$ cat config.mk
export PLATFORM = sky130hd
export DESIGN_NAME = scc_clock_config
export DESIGN_NICKNAME = d
export VERILOG_FILES = /design/src/pkg/scc_pkg.sv /design/src/hdl/scc_clock_config.sv
export SDC_FILE = /design/constraint.sdc
export NUM_CORES = 1
export LEC_CHECK = 0
export BUFFER_PORTS_ARGS = -buffer_cell sky130_fd_sc_hd__buf_4
export CAP_MARGIN = 20
export CORE_MARGIN = 1
export CORE_UTILIZATION = 39
export CTS_CLUSTER_DIAMETER = 50
export DETAILED_ROUTE_END_ITERATION = 12
export SLEW_MARGIN = 25
export SYNTH_ARGS = -nofsm -noshare
export SYNTH_HDL_FRONTEND = slang
export SYNTH_SLANG_ARGS = --single-unit
$ cat constraint.sdc
create_clock -name clk -period 2.55 [get_ports clk]
set_clock_uncertainty 0.15 [all_clocks]
set_input_delay 0.3825 -clock clk [delete_from_list [all_inputs] [get_ports clk]]
set_output_delay 0.3825 -clock clk [all_outputs]
set_load 0.01 [all_outputs]
$ cat src/pkg/scc_pkg.sv
// constants for the system clock configuration register block
package scc_pkg;
	// ****************************************
	// register map
	// ****************************************
	localparam int          SCC_ADDR_W     = 12;
	localparam logic [11:0] SCC_OFF_CFG    = 12'h000;
	localparam logic [11:0] SCC_OFF_APPLY  = 12'h008;
	localparam logic [31:0] SCC_CFG_RST    = 32'h0CC0_0000;

	// ****************************************
	// field positions of the configuration word
	// ****************************************
	localparam int SCC_SECBUS_LSB = 30;
	localparam int SCC_TCM_BIT    = 29;
	localparam int SCC_SECDIV_LSB = 26;
	localparam int SCC_PLLSEL_BIT = 25;
	localparam int SCC_PRIDIV_LSB = 22;
	localparam int SCC_SYSDIV_LSB = 20;
	localparam int SCC_BAND_LSB   = 16;
	localparam int SCC_OUTDIV_LSB = 13;
	localparam int SCC_INDIV_LSB  = 8;
	localparam int SCC_FBDIV_LSB  = 0;

	// ****************************************
	// apply register bits
	// ****************************************
	localparam int SCC_KICK_BIT = 0;
	localparam int SCC_BUSY_BIT = 1;

	// pipeline depth before the strap levels are trusted
	localparam int SCC_STRAP_SYNC = 2;

	// apply sequencer: which halves still wait for their boundary
	typedef enum logic [1:0] {
		SCC_APL_IDLE,
		SCC_APL_BOTH,
		SCC_APL_PRI,
		SCC_APL_SEC
	} scc_apply_e;
endpackage

$ cat src/hdl/scc_clock_config.sv
// system clock configuration register with glitch-free apply and clock enables
module scc_clock_config
	import scc_pkg::*;
(
	input  wire logic                  clk,
	input  wire logic                  rst_n,
	input  wire logic                  psel,
	input  wire logic                  penable,
	input  wire logic                  pwrite,
	input  wire logic [SCC_ADDR_W-1:0] paddr,
	input  wire logic [31:0]           pwdata,
	output logic      [31:0]           prdata,
	output logic                       pready,
	output logic                       pslverr,
	input  wire logic [4:0]            input_div_strap,
	output logic                       pll_select,
	output logic                       tcm_mode,
	output logic      [2:0]            pll_band,
	output logic      [2:0]            pll_output_div,
	output logic      [4:0]            input_divider_value,
	output logic      [7:0]            feedback_divider_value,
	output logic                       pri_core_en,
	output logic                       sec_core_en,
	output logic                       sys_en,
	output logic                       pri_bus_en,
	output logic                       sec_bus_en,
	output logic                       apply_busy
);

	// ****************************************
	// helpers
	// ****************************************
	// core divider code to terminal count (divide minus one)
	function automatic logic [3:0] scc_core_last(input logic [2:0] code);
		case (code)
			3'h1:    scc_core_last = 4'h1;
			3'h2:    scc_core_last = 4'h2;
			3'h3:    scc_core_last = 4'h3;
			3'h4:    scc_core_last = 4'h5;
			3'h5:    scc_core_last = 4'h7;
			3'h6:    scc_core_last = 4'h9;
			default: scc_core_last = 4'hB;
		endcase
	endfunction

	logic [31:0]      cfg_r;
	logic [2:0]       act_pri_r;
	logic [2:0]       act_sec_r;
	logic [1:0]       act_sys_r;
	logic [1:0]       act_secbus_r;
	logic [3:0]       pri_cnt_r;
	logic [3:0]       sec_cnt_r;
	logic [1:0]       sys_cnt_r;
	logic [1:0]       secbus_cnt_r;
	logic [4:0]       strap_s1_r;
	logic [4:0]       strap_s2_r;
	logic [1:0]       strap_vld_r;
	logic             strap_done_r;
	scc_apply_e       apl_r;
	logic             pri_wrap;
	logic             sec_wrap;
	logic             sys_wrap;
	logic             secbus_wrap;
	logic             setup;
	logic             access;
	logic             hit_cfg;
	logic             hit_apply;
	logic             kick;
	logic             commit_pri;
	logic             commit_sec;

	// ****************************************
	// register bus decode
	// ****************************************
	assign setup     = psel && !penable;
	assign access    = psel && penable && pready;
	assign hit_cfg   = (paddr == SCC_OFF_CFG);
	assign hit_apply = (paddr == SCC_OFF_APPLY);
	assign kick      = access && pwrite && hit_apply && pwdata[SCC_KICK_BIT];

	// answer prepared in setup so data and ready come straight from flops
	always_ff @(posedge clk or negedge rst_n) begin
		if (!rst_n) begin
			pready  <= 1'b0;
			pslverr <= 1'b0;
			prdata  <= 32'h0000_0000;
		end else if (setup) begin
			pready  <= 1'b1;
			pslverr <= !(hit_cfg || hit_apply);
			prdata  <= 32'h0000_0000;
			if (!pwrite && hit_cfg)
				prdata <= cfg_r;
			else if (!pwrite && hit_apply)
				prdata[SCC_BUSY_BIT] <= (apl_r != SCC_APL_IDLE);
		end else begin
			pready  <= 1'b0;
			pslverr <= 1'b0;
		end
	end

	// ****************************************
	// strap capture for the input divider
	// ****************************************
	// pins are asynchronous: two stages before anything looks at them
	always_ff @(posedge clk or negedge rst_n) begin
		if (!rst_n) begin
			strap_s1_r  <= 5'h00;
			strap_s2_r  <= 5'h00;
			strap_vld_r <= 2'h0;
		end else begin
			strap_s1_r  <= input_div_strap;
			strap_s2_r  <= strap_s1_r;
			strap_vld_r <= {strap_vld_r[0], 1'b1};
		end
	end

	always_ff @(posedge clk or negedge rst_n) begin
		if (!rst_n)
			strap_done_r <= 1'b0;
		else if (strap_vld_r[SCC_STRAP_SYNC-1])
			strap_done_r <= 1'b1;
	end

	// ****************************************
	// configuration register
	// ****************************************
	// a software write in the capture cycle wins over the strap
	always_ff @(posedge clk or negedge rst_n) begin
		if (!rst_n) begin
			cfg_r <= SCC_CFG_RST;
		end else if (access && pwrite && hit_cfg) begin
			cfg_r <= pwdata;
		end else if (strap_vld_r[SCC_STRAP_SYNC-1] && !strap_done_r) begin
			cfg_r[SCC_INDIV_LSB +: 5] <= strap_s2_r;
		end
	end

	// ****************************************
	// divider chains
	// ****************************************
	// the clk itself stands for the selected PLL output
	assign pri_wrap    = (pri_cnt_r == scc_core_last(act_pri_r));
	assign sec_wrap    = (sec_cnt_r == scc_core_last(act_sec_r));
	assign sys_wrap    = pri_wrap && (sys_cnt_r == act_sys_r);
	assign secbus_wrap = sec_wrap && (secbus_cnt_r == act_secbus_r);

	// primary core and system chain
	always_ff @(posedge clk or negedge rst_n) begin
		if (!rst_n) begin
			pri_cnt_r <= 4'h0;
			sys_cnt_r <= 2'h0;
		end else begin
			pri_cnt_r <= pri_wrap ? 4'h0 : pri_cnt_r + 4'h1;
			if (sys_wrap)
				sys_cnt_r <= 2'h0;
			else if (pri_wrap)
				sys_cnt_r <= sys_cnt_r + 2'h1;
		end
	end

	// secondary core chain; its bus ratio only gates, never paces sys
	always_ff @(posedge clk or negedge rst_n) begin
		if (!rst_n) begin
			sec_cnt_r    <= 4'h0;
			secbus_cnt_r <= 2'h0;
		end else begin
			sec_cnt_r <= sec_wrap ? 4'h0 : sec_cnt_r + 4'h1;
			if (secbus_wrap)
				secbus_cnt_r <= 2'h0;
			else if (sec_wrap)
				secbus_cnt_r <= secbus_cnt_r + 2'h1;
		end
	end

	// enables registered so each output is a flop
	always_ff @(posedge clk or negedge rst_n) begin
		if (!rst_n) begin
			pri_core_en <= 1'b0;
			sec_core_en <= 1'b0;
			sys_en      <= 1'b0;
			pri_bus_en  <= 1'b0;
			sec_bus_en  <= 1'b0;
		end else begin
			pri_core_en <= pri_wrap;
			sec_core_en <= sec_wrap;
			sys_en      <= sys_wrap;
			pri_bus_en  <= sys_wrap;
			sec_bus_en  <= secbus_wrap;
		end
	end

	// ****************************************
	// apply sequencer
	// ****************************************
	// each half switches on its own period boundary so no pulse is cut short
	assign commit_pri = sys_wrap && (apl_r == SCC_APL_BOTH || apl_r == SCC_APL_PRI);
	assign commit_sec = secbus_wrap && (apl_r == SCC_APL_BOTH || apl_r == SCC_APL_SEC);

	always_ff @(posedge clk or negedge rst_n) begin
		if (!rst_n) begin
			apl_r <= SCC_APL_IDLE;
		end else if (kick) begin
			apl_r <= SCC_APL_BOTH;
		end else begin
			case (apl_r)
				SCC_APL_BOTH: begin
					if (commit_pri && commit_sec)
						apl_r <= SCC_APL_IDLE;
					else if (commit_pri)
						apl_r <= SCC_APL_SEC;
					else if (commit_sec)
						apl_r <= SCC_APL_PRI;
				end
				SCC_APL_PRI: if (commit_pri) apl_r <= SCC_APL_IDLE;
				SCC_APL_SEC: if (commit_sec) apl_r <= SCC_APL_IDLE;
				default:     apl_r <= SCC_APL_IDLE;
			endcase
		end
	end

	always_ff @(posedge clk or negedge rst_n) begin
		if (!rst_n)
			apply_busy <= 1'b0;
		else
			apply_busy <= kick || (apl_r != SCC_APL_IDLE && !(apl_r == SCC_APL_BOTH
				&& commit_pri && commit_sec) && !(apl_r == SCC_APL_PRI && commit_pri)
				&& !(apl_r == SCC_APL_SEC && commit_sec));
	end

	// ****************************************
	// active settings
	// ****************************************
	// primary half: source, memory mode, PLL fields, core and system ratios
	always_ff @(posedge clk or negedge rst_n) begin
		if (!rst_n) begin
			act_pri_r              <= SCC_CFG_RST[SCC_PRIDIV_LSB +: 3];
			act_sys_r              <= SCC_CFG_RST[SCC_SYSDIV_LSB +: 2];
			pll_select             <= SCC_CFG_RST[SCC_PLLSEL_BIT];
			tcm_mode               <= SCC_CFG_RST[SCC_TCM_BIT];
			pll_band               <= SCC_CFG_RST[SCC_BAND_LSB +: 3];
			pll_output_div         <= SCC_CFG_RST[SCC_OUTDIV_LSB +: 3];
			input_divider_value    <= SCC_CFG_RST[SCC_INDIV_LSB +: 5];
			feedback_divider_value <= SCC_CFG_RST[SCC_FBDIV_LSB +: 8];
		end else if (commit_pri) begin
			act_pri_r              <= cfg_r[SCC_PRIDIV_LSB +: 3];
			act_sys_r              <= cfg_r[SCC_SYSDIV_LSB +: 2];
			pll_select             <= cfg_r[SCC_PLLSEL_BIT];
			tcm_mode               <= cfg_r[SCC_TCM_BIT];
			pll_band               <= cfg_r[SCC_BAND_LSB +: 3];
			pll_output_div         <= cfg_r[SCC_OUTDIV_LSB +: 3];
			input_divider_value    <= cfg_r[SCC_INDIV_LSB +: 5];
			feedback_divider_value <= cfg_r[SCC_FBDIV_LSB +: 8];
		end
	end

	// secondary half: core divider and bus enable ratio
	always_ff @(posedge clk or negedge rst_n) begin
		if (!rst_n) begin
			act_sec_r    <= SCC_CFG_RST[SCC_SECDIV_LSB +: 3];
			act_secbus_r <= SCC_CFG_RST[SCC_SECBUS_LSB +: 2];
		end else if (commit_sec) begin
			act_sec_r    <= cfg_r[SCC_SECDIV_LSB +: 3];
			act_secbus_r <= cfg_r[SCC_SECBUS_LSB +: 2];
		end
	end
endmodule

==> impl_metrics.csv <==
group,metric,value,unit
power,p_int,3.726,mW
detailed_routing,vias,3425,
sta,fmax,0.4114,GHz
setup_path,cp.required,2.70,ns
setup_path,end_kind,"flop",
cts,post_cts_buffers,0,
finish,n_antenna_cell,0,
detailed_routing,ant_nets,0,
run_status,outcome,"finished clean",
cts,cts_inserted_buffers,17,
floorplanning,io_pins,115,
sta,min_period_over_period,0.9532,
detailed_routing,wl_per_cell,16.36,µm
sta,rsz0062_at_grt,"no",
setup_path,crit_arrival,2.58,ns
detailed_routing,wl,11.29,mm
place,io_buffers,114,
global_routing,overflow,0,
global_routing,grt_pass1_wl,18.20,mm
detailed_routing,drtPass1Iterations,4,
sta,maxSlewViolCount,0,
floorplanning,die_area,13670,µm²
cts,clock_path_buffers,2,
floorplanning,core_area,12720,µm²
floorplanning,die_y,116.9,µm
sta,final-setup-viol-count,0,
place,routabilityCongestion,0.7616,
power,combPwrFrac,0.052,
place,numPlacedInstances,652,
synthesis,synth_nets,431,
power,ir_worst_vdd,0.0004774,V
finish,mostFrequentLayoutCells,"buf_4, dfrtp_1, mux2_2, a22o_1",
finish,syn_to_final_growth,34.19,%
sta,holdWs,0.04529,ns
setup_path,ff2ff_path_depth,5,
setup_path,ff2ff_setup_slack,0.12,ns
synthesis,syn_area_per_cell,13.88,µm²
power,clockPowerShare,0.498,
setup_path,cp-start-kind,"flop",
global_routing,first_global_vias,3499,
finish,final_layout_size_suffix_gt1_frac,0.4498,
cts,htreeDepth,4,
floorplanning,dieWidth,116.9,µm
cts,root_buffer,"clkbuf_16",
floorplanning,start_util,0.4047,
power,power_leakage,3.424,nW
synthesis,synth_edf_count,0,
global_routing,grt_use_total,0.1810,
cts,clock_latency,0.42,ns
floorplanning,num_rows,41,
sta,period_minus_slack,2.431,ns
setup_path,worstReg2RegEnd,"act_sec_r[2]",
synthesis,synth-async-reset-ratio,1.000,
finish,multi_input_area,1790,µm²
synthesis,ys_seq_area_frac,0.6289,
sta,setup_slack,0.1193,ns
sta,worst_pin_slew,0.6227,ns
synthesis,ys_ff_latch,129,
global_routing,antenna_found_initial,0,
setup_path,worstPathMaxFanout,9,
power,switching_share,0.2234,
sta,slew_headroom,0.5840,
detailed_routing,drc,0,
sta,timing.setup.tns,0,ns
power,powerDensity,694.4,nW/µm²
synthesis,postSynthCellCount,371,
worst_hold_path,holdCritPathClass,"input pin to flop",
run,cap_violations,0,
cts,cts_tree,"yes",
power,switching_power,1.072,mW
setup_path,critPathLaunch,"act_sec_r[1]",
setup_path,path_class,"flop to flop",
sta,timing.final.hold_violations,0,
synthesis,synth_cell_types,52,
detailed_routing,first_iter_violations,116,
finish,nNetsFinal,565,
finish,fillers,1106,
detailed_routing,via_per_inst,4.964,
finish,fin_cells,690,
synthesis,ys.flop_type,"dfrtp_1",
finish,regArea,3238,µm²
setup_path,endpoint,"act_sec_r[2]",
finish,final_common_cell,"buf_4",
cts,clkTransAtPathRegs,0.05,ns
global_routing,grt_max_degree,65,
synthesis,ys.warnings.count,0,
setup_path,r2r_start,"act_sec_r[1]",
power,seq_power_share,0.449,
cts,clock_sinks,129,
place,dpl.hpwl,7.579,mm
power,power,4.798,mW
synthesis,syn_area,5149,µm²
place,dp_slack,0.1162,ns
==> synth_stat cells (6+ instances only) <==
master      n  share of area
nand2_1    14          0.010
clkbuf_1    7         0.0051
mux2_2     58           0.13
ha_1        6          0.015
a22o_1     31          0.053
nor2_1     17          0.012
dfrtp_1   121           0.59
dfstp_2     8          0.041
a21oi_1     7         0.0068
mux2i_1     7          0.014
nand3_1     6         0.0058
inv_1      12         0.0087
==> registers in the layout, summed over array words and instances, names as in the netlist, 3 cells and up <==
register / flops
feedback_divider_value: 8
pll_band: 3
cfg_r: 32
act_sec_r: 3
pll_output_div: 3
strap_s2_r: 5
act_pri_r: 3
prdata: 32
sec_cnt_r: 4
pri_cnt_r: 4
input_divider_value: 5
strap_s1_r: 5
==> critical path, cell delays in order (launching register included) <==
cell      delay, ns
dfstp_2        0.40
nand2b_1       0.15
a2111o_1       0.41
a311o_1        0.48
nor3_4         0.36
mux2_2         0.37
==> through the flow <==
step,cell area [µm²],utilization
final,6909,0.5431
after global routing,6909,0.5431
after CTS,6904,0.5427
after detailed placement,6255,0.4916
after global placement,6255,0.4916
after floorplan,5149,-
==> cell type report <==
cell class | instances | area share
clock buffer | 20 | 0.06610
multi-input combinational | 213 | 0.2591
sequential | 129 | 0.4687
timing repair buffer | 132 | 0.1492
inverter | 12 | 0.006519
tap | 172 | 0.03115
clock inverter | 12 | 0.01920
==> how the worst min path moves through the flow <==
stage	startpoint	endpoint	slack, ns	depth (start not counted)
2_1_floorplan	rst_n	act_pri_r[2]	-0.06	0
3_3_place_gp	strap_s1_r[2]	strap_s2_r[2]	0.18	0
3_5_place_dp	strap_s1_r[3]	strap_s2_r[3]	0.18	0
4_1_cts	pwdata[1]	cfg_r[1]	0.04	2
5_1_grt	pwdata[23]	cfg_r[23]	0.04	2
6_report	pwrite	prdata[1]	0.05	2
==> power groups by stage <==
stage	combinational, mW	sequential [mW]	clock [mW]
global placement	0.243	2.18	0
CTS	0.258	2.15	2.42
detailed placement	0.251	2.19	0
floorplan	0.0896	2.18	0
global route	0.284	2.16	2.54
finish	0.252	2.16	2.39
==> layer usage <==
metal / part of all wire / vias up / track usage
li1: - / 1607 / -
met1: 0.45 / 1730 / 0.2313
met2: 0.48 / 76 / 0.2832
met3: 0.063 / 12 / 0.06900
met4: 0.011 / 0 / 0.06160
met5: 0 / - / 0
==> logic make-up after synthesis <==
group / share of synthesized area
fa+ha+maj: 0.01458
xor+xnor: 0.01701
flops: 0.6289
buf+inv: 0.02625
simple gates: 0.07291
compound gates: 0.09915
mux: 0.1405
other cells: 0.0007283
==> timing repair <==
item | in CTS | in global routing
endpoints found under the hold margin | 35 | 0
endpoints found under the setup margin | 0 | 7
gates resized for setup | 0 | 1
hold buffers | 6 | 0
Power figures use the tool's default switching activity.
